===== src/include/iis_pkg.sv =====
// constants and types shared by the instruction issue scoreboard
package iis_pkg;
  localparam int HALF_W = 24;
  localparam int WORD_W = 48;
  localparam int N_UNITS = 3;
  localparam int UNIT_INT = 0;
  localparam int UNIT_FP = 1;
  localparam int UNIT_MEM = 2;
  localparam int TIME_W = 6;
  localparam int PC_W = 16;
  localparam int STAGE_DEPTH = 2;
  localparam int CLK_PERIOD_NS = 40;
  localparam int MEM_CYCLE_CLK = 3;
  localparam int JUMP_PENALTY_CLK = 3;
  localparam logic [PC_W-1:0] PC_RESET = 16'h0000;
  localparam logic [1:0] STAGE_CNT_RESET = 2'h0;
  localparam logic [1:0] MEM_AGE_RESET = 2'h0;

  typedef logic [TIME_W-1:0] iis_time_t;

  typedef enum logic [1:0] {
    FS_RUN,
    FS_PENALTY,
    FS_HALT
  } iis_fetch_e;
endpackage


===== src/rtl/iis_issue_scoreboard.sv =====
// instruction staging, holding register, scoreboard and fetch control
//
// Overview of operation
// [RQ1] Track three units, integer, floating point and memory, each used or unused per instruction.
// [RQ2] Issue only after the staged instruction has been decoded for at least one clock.
// [RQ3] Occupancy n-m: previous may hold unit until clock n; current holds until m.
// [RQ4] Wait, stop and help halt fetching until the control unit restarts it.
// [RQ5] Decode start times and holding time from the staged first half each clock.
// [RQ6] Each unit presents the ending time of its current instruction.
// [RQ7] Issue only when all three unit comparisons show no conflict.
// [RQ8] Instructions with delayed starts move into the holding register, freeing staging.
// [RQ9] Program counter addresses the word after the staging contents.
// [RQ10] Store word valid only three clocks after its address; staging waits.
// [RQ11] Half-word instructions share words; full-word ones may straddle two words.
// [RQ12] Timing from first half; full-word issue waits for its second half.
// [RQ13] Address, branch or literal instructions are 48 bits; others 24 bits.
// [RQ14] Taken jump blocks issue for three extra clocks.
// [RQ15] All timing counts in clocks of the single processor clock.
// [RQ16] Reset empties staging and holding and leaves every unit idle.
`timescale 1ns/10ps
`default_nettype none
module iis_issue_scoreboard
  import iis_pkg::*;
#(
  parameter int P_PC_W = iis_pkg::PC_W,
  parameter int P_TIME_W = iis_pkg::TIME_W
) (
  // clock and control
  input wire logic sys_clk,
  input wire logic rst,
  input wire logic ce,
  // instruction store
  output logic [P_PC_W-1:0] store_addr,
  input wire logic [iis_pkg::WORD_W-1:0] store_data,
  // staged first half and its decode
  output logic [iis_pkg::HALF_W-1:0] stage_half,
  output logic stage_valid,
  input wire logic dec_full,
  input wire logic [iis_pkg::N_UNITS-1:0] dec_use,
  input wire logic [iis_pkg::N_UNITS-1:0][P_TIME_W-1:0] dec_start,
  input wire logic [iis_pkg::N_UNITS-1:0][P_TIME_W-1:0] dec_end,
  input wire logic [P_TIME_W-1:0] dec_hold_time,
  input wire logic dec_halt,
  // program flow from execution logic
  input wire logic jump_taken,
  input wire logic [P_PC_W-1:0] jump_target,
  input wire logic restart,
  // issue to execution logic
  output logic issue_valid,
  output logic [iis_pkg::N_UNITS-1:0] issue_unit,
  output logic [iis_pkg::WORD_W-1:0] issue_word,
  output logic hold_valid,
  output logic [iis_pkg::WORD_W-1:0] hold_word,
  output logic [iis_pkg::N_UNITS-1:0][P_TIME_W-1:0] unit_busy,
  output logic fetch_halted
);
  import iis_pkg::*;

  // the reset address is only as wide as the package constant
  if (P_PC_W < 2 || P_PC_W > PC_W || P_TIME_W < 3) begin : g_param_check
    $error("iis_issue_scoreboard: parameter out of range");
  end

  logic [P_PC_W-1:0] pc_ff, nxt_pc;
  logic [HALF_W-1:0] stage_lo_ff, nxt_stage_lo;
  logic [HALF_W-1:0] stage_hi_ff, nxt_stage_hi;
  logic [1:0] stage_cnt_ff, nxt_stage_cnt;
  logic stage_valid_ff, nxt_stage_valid;
  logic dec_ok_ff, nxt_dec_ok;
  logic half_sel_ff, nxt_half_sel;
  logic [1:0] mem_age_ff, nxt_mem_age;
  logic [1:0] pen_cnt_ff, nxt_pen_cnt;
  iis_fetch_e state_ff, nxt_state;
  logic halted_ff, nxt_halted;
  logic [P_TIME_W-1:0] hold_cnt_ff, nxt_hold_cnt;
  logic hold_valid_ff, nxt_hold_valid;
  logic [WORD_W-1:0] hold_word_ff, nxt_hold_word;
  logic [WORD_W-1:0] issue_word_ff, nxt_issue_word;
  logic issue_valid_ff;
  logic [N_UNITS-1:0] issue_unit_ff;
  logic [N_UNITS-1:0][P_TIME_W-1:0] busy_ff;
  logic [N_UNITS-1:0] unit_ok;
  logic can_issue, full_ok, mem_valid, fill;
  logic [1:0] take, cnt_after;
  logic [HALF_W-1:0] fill_half;

  // per-unit occupancy counter and start-time comparison
  genvar gu;
  generate
    for (gu = 0; gu < N_UNITS; gu++) begin : g_unit
      logic [P_TIME_W-1:0] nxt_busy;
      logic nxt_issue_u;
      always_comb begin
        unit_ok[gu] = !dec_use[gu] || (busy_ff[gu] <= dec_start[gu]); // RQ3
        nxt_issue_u = can_issue && dec_use[gu]; // RQ1
        if (nxt_issue_u) begin
          nxt_busy = dec_end[gu]; // RQ6
        end else if (busy_ff[gu] != '0) begin
          nxt_busy = busy_ff[gu] - 1'b1; // RQ15
        end else begin
          nxt_busy = '0;
        end
      end
      always_ff @(posedge sys_clk) begin
        if (rst) begin
          busy_ff[gu] <= '0; // RQ16
          issue_unit_ff[gu] <= 1'b0;
        end else if (ce) begin
          busy_ff[gu] <= nxt_busy;
          issue_unit_ff[gu] <= nxt_issue_u;
        end
      end
    end
  endgenerate

  // issue decision, staging refill and fetch control
  always_comb begin
    full_ok = !dec_full || (stage_cnt_ff == 2'd2); // RQ12
    can_issue = (state_ff == FS_RUN) && dec_ok_ff && (&unit_ok) // RQ7
                && (hold_cnt_ff == '0) && full_ok && !jump_taken; // RQ2
    take = !can_issue ? 2'd0 : (dec_full ? 2'd2 : 2'd1); // RQ13
    cnt_after = stage_cnt_ff - take;
    mem_valid = (mem_age_ff == 2'(MEM_CYCLE_CLK)); // RQ10
    fill = mem_valid && (cnt_after < 2'(STAGE_DEPTH)) && (state_ff != FS_HALT) && !jump_taken;
    fill_half = half_sel_ff ? store_data[HALF_W-1:0] : store_data[WORD_W-1:HALF_W]; // RQ11
    nxt_issue_word = {stage_lo_ff, dec_full ? stage_hi_ff : {HALF_W{1'b0}}};
    nxt_stage_lo = (take == 2'd1) ? stage_hi_ff : stage_lo_ff;
    nxt_stage_hi = stage_hi_ff;
    nxt_stage_cnt = cnt_after;
    nxt_pc = pc_ff;
    nxt_half_sel = half_sel_ff;
    nxt_mem_age = mem_valid ? mem_age_ff : mem_age_ff + 1'b1;
    if (fill) begin
      if (cnt_after == 2'd0) begin
        nxt_stage_lo = fill_half;
      end else begin
        nxt_stage_hi = fill_half;
      end
      nxt_stage_cnt = cnt_after + 1'b1;
      nxt_half_sel = !half_sel_ff;
      if (half_sel_ff) begin
        nxt_pc = pc_ff + 1'b1; // RQ9
        nxt_mem_age = MEM_AGE_RESET;
      end
    end
    // a new first half must sit one clock before it may issue
    nxt_dec_ok = (take == 2'd0) && (stage_cnt_ff != 2'd0) && !jump_taken; // RQ5
    nxt_state = state_ff;
    nxt_pen_cnt = pen_cnt_ff;
    case (state_ff)
      FS_RUN: begin
        if (can_issue && dec_halt) begin
          nxt_state = FS_HALT; // RQ4
        end
      end
      FS_PENALTY: begin
        if (pen_cnt_ff == 2'd1) begin
          nxt_state = FS_RUN;
        end
        nxt_pen_cnt = pen_cnt_ff - 1'b1;
      end
      FS_HALT: begin
        if (restart) begin
          nxt_state = FS_RUN;
        end
      end
      default: begin
        nxt_state = FS_RUN;
      end
    endcase
    if (jump_taken) begin
      // everything fetched past the jump is stale
      nxt_pc = jump_target;
      nxt_stage_cnt = STAGE_CNT_RESET;
      nxt_half_sel = 1'b0;
      nxt_mem_age = MEM_AGE_RESET;
      nxt_state = FS_PENALTY;
      nxt_pen_cnt = 2'(JUMP_PENALTY_CLK); // RQ14
    end
    nxt_halted = (nxt_state == FS_HALT); // RQ4
    nxt_stage_valid = (nxt_stage_cnt != 2'd0);
    nxt_hold_word = hold_word_ff;
    if (can_issue && (dec_hold_time != '0)) begin
      nxt_hold_cnt = dec_hold_time; // RQ8
      nxt_hold_word = nxt_issue_word;
    end else if (hold_cnt_ff != '0) begin
      nxt_hold_cnt = hold_cnt_ff - 1'b1;
    end else begin
      nxt_hold_cnt = '0;
    end
    nxt_hold_valid = (nxt_hold_cnt != '0);
  end

  always_ff @(posedge sys_clk) begin
    if (rst) begin
      pc_ff <= PC_RESET[P_PC_W-1:0];
      stage_lo_ff <= '0;
      stage_hi_ff <= '0;
      stage_cnt_ff <= STAGE_CNT_RESET; // RQ16
      stage_valid_ff <= 1'b0;
      dec_ok_ff <= 1'b0;
      half_sel_ff <= 1'b0;
      mem_age_ff <= MEM_AGE_RESET;
      pen_cnt_ff <= '0;
      state_ff <= FS_RUN;
      halted_ff <= 1'b0;
      hold_cnt_ff <= '0;
      hold_valid_ff <= 1'b0;
      hold_word_ff <= '0;
      issue_word_ff <= '0;
      issue_valid_ff <= 1'b0;
    end else if (ce) begin
      pc_ff <= nxt_pc;
      stage_lo_ff <= nxt_stage_lo;
      stage_hi_ff <= nxt_stage_hi;
      stage_cnt_ff <= nxt_stage_cnt;
      stage_valid_ff <= nxt_stage_valid;
      dec_ok_ff <= nxt_dec_ok;
      half_sel_ff <= nxt_half_sel;
      mem_age_ff <= nxt_mem_age;
      pen_cnt_ff <= nxt_pen_cnt;
      state_ff <= nxt_state;
      halted_ff <= nxt_halted;
      hold_cnt_ff <= nxt_hold_cnt;
      hold_valid_ff <= nxt_hold_valid;
      hold_word_ff <= nxt_hold_word;
      issue_word_ff <= can_issue ? nxt_issue_word : issue_word_ff;
      issue_valid_ff <= can_issue;
    end
  end

  assign store_addr = pc_ff;
  assign stage_half = stage_lo_ff;
  assign stage_valid = stage_valid_ff;
  assign issue_valid = issue_valid_ff;
  assign issue_unit = issue_unit_ff;
  assign issue_word = issue_word_ff;
  assign hold_valid = hold_valid_ff;
  assign hold_word = hold_word_ff;
  assign unit_busy = busy_ff;
  assign fetch_halted = halted_ff;

  a_busy_load_end: assert property (@(posedge sys_clk) disable iff (rst || !ce) // RQ6
    can_issue && dec_use[UNIT_FP] |=> busy_ff[UNIT_FP] == $past(dec_end[UNIT_FP]))
    else $error("fp unit busy count not loaded with end time");
  a_conflict_blocks: assert property (@(posedge sys_clk) disable iff (rst || !ce) // RQ7
    dec_use[UNIT_INT] && (busy_ff[UNIT_INT] > dec_start[UNIT_INT]) |-> !can_issue)
    else $error("issued despite integer unit conflict");
  a_full_waits_half: assert property (@(posedge sys_clk) disable iff (rst || !ce) // RQ12
    can_issue && dec_full |-> stage_cnt_ff == 2'd2)
    else $error("full-word issued without second half");
  a_decode_one_clock: assert property (@(posedge sys_clk) disable iff (rst || !ce) // RQ2
    can_issue |-> $past(stage_valid_ff) && !$past(can_issue))
    else $error("issued without a clock of decode");
  a_store_cycle_wait: assert property (@(posedge sys_clk) disable iff (rst || !ce) // RQ10
    mem_age_ff == 2'd0 |-> (!fill)[*3])
    else $error("staging filled before store word valid");
  a_jump_penalty_hold: assert property (@(posedge sys_clk) disable iff (rst || !ce) // RQ14
    jump_taken |=> (!can_issue)[*3])
    else $error("issue within jump penalty");
  a_halt_no_issue: assert property (@(posedge sys_clk) disable iff (rst || !ce) // RQ4
    can_issue && dec_halt ##1 !restart |-> fetch_halted && !can_issue && !fill)
    else $error("fetch continued after halt");
  a_hold_capture: assert property (@(posedge sys_clk) disable iff (rst || !ce) // RQ8
    can_issue && (dec_hold_time != '0) |=> hold_valid_ff && hold_word_ff == $past(nxt_issue_word))
    else $error("delayed-start instruction not held");
  a_pc_next_word: assert property (@(posedge sys_clk) disable iff (rst || !ce) // RQ9
    fill && half_sel_ff |=> pc_ff == $past(pc_ff) + 1'b1)
    else $error("address did not advance after word used");
  a_reset_idle: assert property (@(posedge sys_clk) disable iff (rst) // RQ16
    $past(rst) |-> busy_ff == '0 && !stage_valid_ff && !hold_valid_ff)
    else $error("not idle after reset");
endmodule
`default_nettype wire


===== config.mk =====
export PLATFORM = sky130hd
export DESIGN_NAME = iis_issue_scoreboard
export DESIGN_NICKNAME = d
export VERILOG_FILES = /design/src/include/iis_pkg.sv /design/src/rtl/iis_issue_scoreboard.sv
export SDC_FILE = /design/constraint.sdc
export NUM_CORES = 1
export LEC_CHECK = 0
export ABC_AREA = 1
export BUFFER_PORTS_ARGS = -buffer_cell sky130_fd_sc_hd__buf_2
export CORE_MARGIN = 2
export CORE_UTILIZATION = 30
export CTS_CLUSTER_SIZE = 20
export DETAILED_ROUTE_END_ITERATION = 16
export PLACE_DENSITY_LB_ADDON = 0.12
export SYNTH_ARGS = -nofsm -noshare
export SYNTH_HDL_FRONTEND = slang
export SYNTH_SLANG_ARGS = --single-unit

===== constraint.sdc =====
create_clock -name sys_clk -period 3.6 [get_ports sys_clk]
set_input_delay 0.18 -clock sys_clk [delete_from_list [all_inputs] [get_ports sys_clk]]
set_output_delay 0.18 -clock sys_clk [all_outputs]
set_load 0.01 [all_outputs]

Yosys cells after proc, flatten, opt, wreduce, memory -nomap -nowiden. Index checks and enable logic that the tools add are counted.

Flip-flop bits (word level): 201. Input bits: 116. Output and inout port bits: 161. Logic and storage cells: 124.

$add $sub $neg: 9. Magnitude comparators: 4. Eq/ne operators: 8. Muxes and demuxes: 33. Bitwise operators: 1. Reductions and logical operators: 47.

Operators by type and width (count): $mux W24 (5); $mux W16 (3); $mux W6 (8); $reduce_bool A6 Y1 (6); $mux W2 (14); $sub A6 B1 Y6 const B (4); $le A6 B6 Y1 (3); $add A16 B1 Y16 const B (1); $logic_and A1 B1 Y1 (15); $reduce_bool A2 Y1 (5); $reduce_and A3 Y1 (3); $eq A2 B2 Y1 const B (4); $reduce_and A2 Y1 (4); $eq A2 B1 Y1 const B (3); $logic_not A1 Y1 (6); $logic_not A2 Y1 (3); $logic_not A6 Y1 (1); $pmux W2 S3 (1); $add A2 B1 Y2 const B (2); $logic_or A1 B1 Y1 (4); $lt A2 B2 Y1 const B (1); $mux W1 (2); $ne A2 B2 Y1 const B (1); $sub A2 B1 Y2 const B (1); other kinds (2) (2).

Depth between registers and ports, before layout.
Depth after elaboration: 16. Gate-level depth with buffers: 28. Gate-level depth less buffers: 25.

Worst setup path before layout. Ideal clock, no wire load.

Path type: register to register. From: register busy_ff, in the netlist unit_busy[12]. To: register stage_lo_ff[10], in the netlist stage_half[10]. Library setup time: 0.070 ns. Arrival: 3.509 ns. Required time: 3.530 ns. Path slack: 0.021 ns. Stages on the path, launching flop included: 27. Path buffers: 3. Period minus slack after synthesis: 3.579 ns. Cells stage by stage: dfxtp_1 -> inv_1 -> ha_1 -> nand2_1 -> inv_1 -> a21boi_0 -> nand2_1 -> nand2_1 -> nor2_4 -> buf_6 -> nand2_2 -> inv_2 -> buf_4 -> ha_1 -> xor2_1 -> inv_1 -> nand3_2 -> nand2_1 -> inv_1 -> ha_1 -> inv_1 -> nor2_1 -> nand4_1 -> buf_2 -> nand2_1 -> nand3_1 -> a21oi_1.

Cells in the longest elaborated chain, start to end: 14. Elaborated cells between the ends (all ways): 18. Those cells by class: add/sub (1); order compare (2); eq/ne (1); mux (4); reduce/logical (10).

Ends and longest elaborated chain: start, declared (line iis_issue_scoreboard.sv:81) `logic [N_UNITS-1:0][P_TIME_W-1:0] busy_ff;`; start signal, assigned by index (line iis_issue_scoreboard.sv:109) `busy_ff[gu] <= nxt_busy;`; $le A6 B6 Y1 * (line iis_issue_scoreboard.sv:94) `unit_ok[gu] = !dec_use[gu] || (busy_ff[gu] <= dec_start[gu]);`; $logic_or A1 B1 Y1 * (line iis_issue_scoreboard.sv:94); $reduce_and A3 Y1 * (line iis_issue_scoreboard.sv:119) `can_issue = (state_ff == FS_RUN) && dec_ok_ff && (&unit_ok)`; $logic_and A1 B1 Y1 * (line iis_issue_scoreboard.sv:119); $logic_and A1 B1 Y1 * (3 in a row) (line iis_issue_scoreboard.sv:120) `&& (hold_cnt_ff == '0) && full_ok && !jump_taken;`; $mux W2 * (line iis_issue_scoreboard.sv:121) `take = !can_issue ? 2'd0 : (dec_full ? 2'd2 : 2'd1);`; $sub A2 B2 Y2 (line iis_issue_scoreboard.sv:122) `cnt_after = stage_cnt_ff - take;`; $lt A2 B2 Y1 (line iis_issue_scoreboard.sv:124) `fill = mem_valid && (cnt_after < 2'(STAGE_DEPTH)) && (state_ff != FS_HALT) && !jump_taken;`; $logic_and A1 B1 Y1 (3 in a row) (line iis_issue_scoreboard.sv:124); $mux W24 * (line iis_issue_scoreboard.sv:133) `if (fill) begin`; end signal, assigned (line iis_issue_scoreboard.sv:214) `stage_lo_ff <= nxt_stage_lo;`; end, declared (line iis_issue_scoreboard.sv:65) `logic [HALF_W-1:0] stage_lo_ff, nxt_stage_lo;`.

Mark *: on every way between the ends. The rest lies on a longest branch, timed or not. A chain may end at the register's enable or synchronous reset.

Final worst setup path.
From: register busy_ff, in the netlist unit_busy[12]. To: register stage_lo_ff[8], in the netlist stage_half[8].

The elaborated chain is that of the path after synthesis.

==> results.md <==
* Synth Area per Inst at 7.06 sq um
* Setup tns final at 0 ps
* CP Data Arrival Time at 3680 ps
* Period utilisation layout at 0.921
* Top-area cell type share of the netlist area at 0.393
* Fin crit period at 3320 ps
* Relative slew slack at 0.335
* Worst setup path class: flip-flop to flip-flop
* Initial antenna violation count at 1
* RSZ-0062 raised after global routing: no
* Ports at 277
* Max Slew Vio Count at 0
* Wire per inst at 15.7 microns
* Residual DRC at 0
* Post-Syn Instances at 1451
* Core Area at 33600 sq um
* Yosys cell types at 48
* Fillers at 3614
* DRT iter0 DRCs at 583
* MaxCap Viol Count at 0
* Initial Util at 0.305
* Worst-path clk slew at 60 ps
* Leakage at 6.13 nW
* ANT nets after route at 0
* First-pass GRT wire length at 53000 microns
* CP required at 3970 ps
* Via density at 4.62
* Number of global-route vias before repair at 9397
* Rows at 67
* Seq/Total Area, Yosys at 0.393
* Final Hold Viols at 0
* Worst Path Max Fanout at 24
* Area Growth Syn to Fin at 25.6%
* I/O Buffers at 276
* GR Overflow Total at 0
* Die height at 189 microns
* Detail Placement HPWL at 23400 microns
* Status: complete, no violations
* Via Count at 9952
* Total CTS buffers at 25
* Skew-Pair Late Insertion Delay at 520 ps
* Synth Register Bits at 201
* Worst ir drop on vdd at 0.263 mV
* Fin nets at 1833
* Slew @ Worst Pin at 998 ps
* Die width at 189 microns
* Max Clk Rate at 302 MHz
* Synth area leaders: dfxtp_1, nand2_1, a21oi_1
* Synth Net Count at 1596
* Crit. End Element: flip-flop
* Yosys warning total at 0
* Hold Crit Class: primary input to flip-flop
* Root Driver: clkbuf_16
* Total Wirelength at 33900 microns
* # H-tree levels at 1
* Die ar. at 35700 sq um
* Worst setup SP type: flip-flop
* Netlist Area Pre-Place at 10200 sq um
* Setup violators final at 0
* EDFF count, synth at 0
* Pin count of the biggest net entering global routing at 74
* TritonCTS clock tree: yes
* Synth async-reset ratio at 0
* Finished Core Util at 0.383
* Post-synth top area cell: dfxtp_1
* Worst setup margin at 285 ps
* Cell Pwr Density at 458 nW/um^2
* Dpl ws at 322 ps
* Clock Skew at 13.6 ps
* Layout cell share with drive strength beyond 1 at 0.228
* Top FF cell, synth: dfxtp_1
* CTS max path bufs at 3
* Detailed Routing Iterations Pass 1 at 5
* Clock sinks at 201
* Placer Congestion at 0.800
* Global Route Usage Sum at 0.186
[Yosys cell counts (2+ instances only)]
master / number
nand2_1: 304
dfxtp_1: 201
nor2_1: 154
inv_1: 147
a21oi_1: 142
nand3_1: 110
o21ai_0: 100
clkbuf_1: 51
ha_1: 29
buf_4: 28
mux2i_1: 24
nand4_1: 20
o211ai_1: 16
nor2_2: 12
buf_2: 11
xnor2_1: 10
buf_6: 9
xor2_1: 9
buf_1: 8
a31oi_1: 7
a21oi_2: 5
inv_2: 5
o211a_1: 5
nand3_2: 4
a21boi_0: 3
nand2_2: 3
nor2_8: 3
nor3_1: 3
o21ai_1: 3
o31ai_1: 3
or2_2: 3
nand3b_1: 2
nor2_4: 2
[registers in the layout (all words and copies together) (netlist names)]
name,count
hold_valid,1
hold_word,48
unit_busy,18
issue_valid,1
state_ff,2
pen_cnt_ff,2
half_sel_ff,1
store_addr,16
stage_valid,1
mem_age_ff,2
issue_word,48
stage_hi_ff,24
fetch_halted,1
dec_ok_ff,1
stage_half,24
hold_cnt_ff,6
issue_unit,3
stage_cnt_ff,2
[final cells by class]
class / count / area [sq um] / area share
tap: 448 / 561 / 0.0436
sequential: 201 / 4030 / 0.313
antenna: 1 / 2.50 / 0.000194
inverter: 154 / 582 / 0.0452
multi-input combinational: 989 / 5060 / 0.393
timing repair buffer: 317 / 1780 / 0.138
clock buffer: 33 / 716 / 0.0556
clock inverter: 13 / 144 / 0.0112
[cells in the final DEF (no fill, tap or decap), types with 4 or more instances in the layout]
cell type / instances
nand4_1: 20
inv_1: 145
nand3_2: 4
dlygate4sd3_1: 19
a31oi_1: 7
buf_4: 20
clkinv_2: 10
nor2_2: 14
clkbuf_16: 25
mux2i_1: 24
nand2_1: 304
xor2_1: 9
ha_1: 29
xnor2_1: 10
o211ai_1: 16
a21oi_2: 5
a21oi_1: 142
o211a_1: 5
o21ai_0: 100
inv_2: 6
clkbuf_8: 6
nor2_1: 152
nand3_1: 110
dfxtp_1: 198
buf_2: 275
[per-stage QoR]
step / power (mW) / hold slack, ps / cells / area, sq um
2_1_floorplan: 3.00 / 362 / 1451 / 10200
3_3_place_gp: 3.30 / 429 / 2090 / 11800
3_5_place_dp: 3.30 / 433 / 2090 / 11800
4_1_cts: 5.99 / 3.85 / 2155 / 12900
5_1_grt: 6.20 / 18.4 / 2155 / 12900
6_report: 5.89 / 20.5 / 2156 / 12900
[critical path, stage by stage, from the launching register on]
cell      delay, ps
dfxtp_1         340
inv_1           120
ha_1            290
nand2_1          70
inv_1            40
a21boi_0        270
nand2_1         120
nand2_1         110
nor2_4           50
nand2_2          60
inv_2            40
ha_1            170
xor2_1          160
inv_1            70
nand3_2          80
nand2_1         110
inv_1           100
ha_1            170
inv_1            50
nor2_2          100
buf_4           320
nand3_1         140
nand3_1         100
a21oi_1          70
[cells by family (layout without fill, tap and decap cells)]
group,count (synthesis),after routing,synth area share
mux,24,24,0.0234
simple gates,626,626,0.264
xor+xnor,19,19,0.0162
other cells,0,1,0
buf+inv,261,517,0.114
compound gates,291,291,0.155
flops,201,201,0.393
fa+ha+maj,29,29,0.0354
[report_power, final]
| part | switching, mW | internal, mW | total, mW |
|---|---|---|---|
| Combinational | 0.518 | 0.371 | 0.889 |
| Sequential | 0.0856 | 2.29 | 2.37 |
| Clock | 1.02 | 1.61 | 2.63 |
[repair_timing]
item                       in CTS  in global routing
hold buffers                   19                  0
setup buffers                   0                  0
resized for setup               0                  3
setup endpoints to repair       0                  7
hold endpoints to repair       19                  0
[path summary, 6_finish.rpt]
| check | startpoint | cells past startpoint | slack, ps | end |
|---|---|---|---|---|
| hold / removal | dec_end[14] | 3 | 20 | unit_busy[14] |
| setup / recovery | unit_busy[12] | 23 | 280 | stage_half[8] |
| setup reg to reg | unit_busy[12] | 23 | 280 | stage_half[8] |
| hold reg to reg | hold_word[45] | 2 | 440 | hold_word[45] |
[metal layers]
metal	part of all wire	GRT usage
met5	0	0
met3	0.061	0.0348
met4	0.016	0.0385
met2	0.42	0.285
met1	0.50	0.270
No activity file was read; power rests on OpenSTA's default activity.
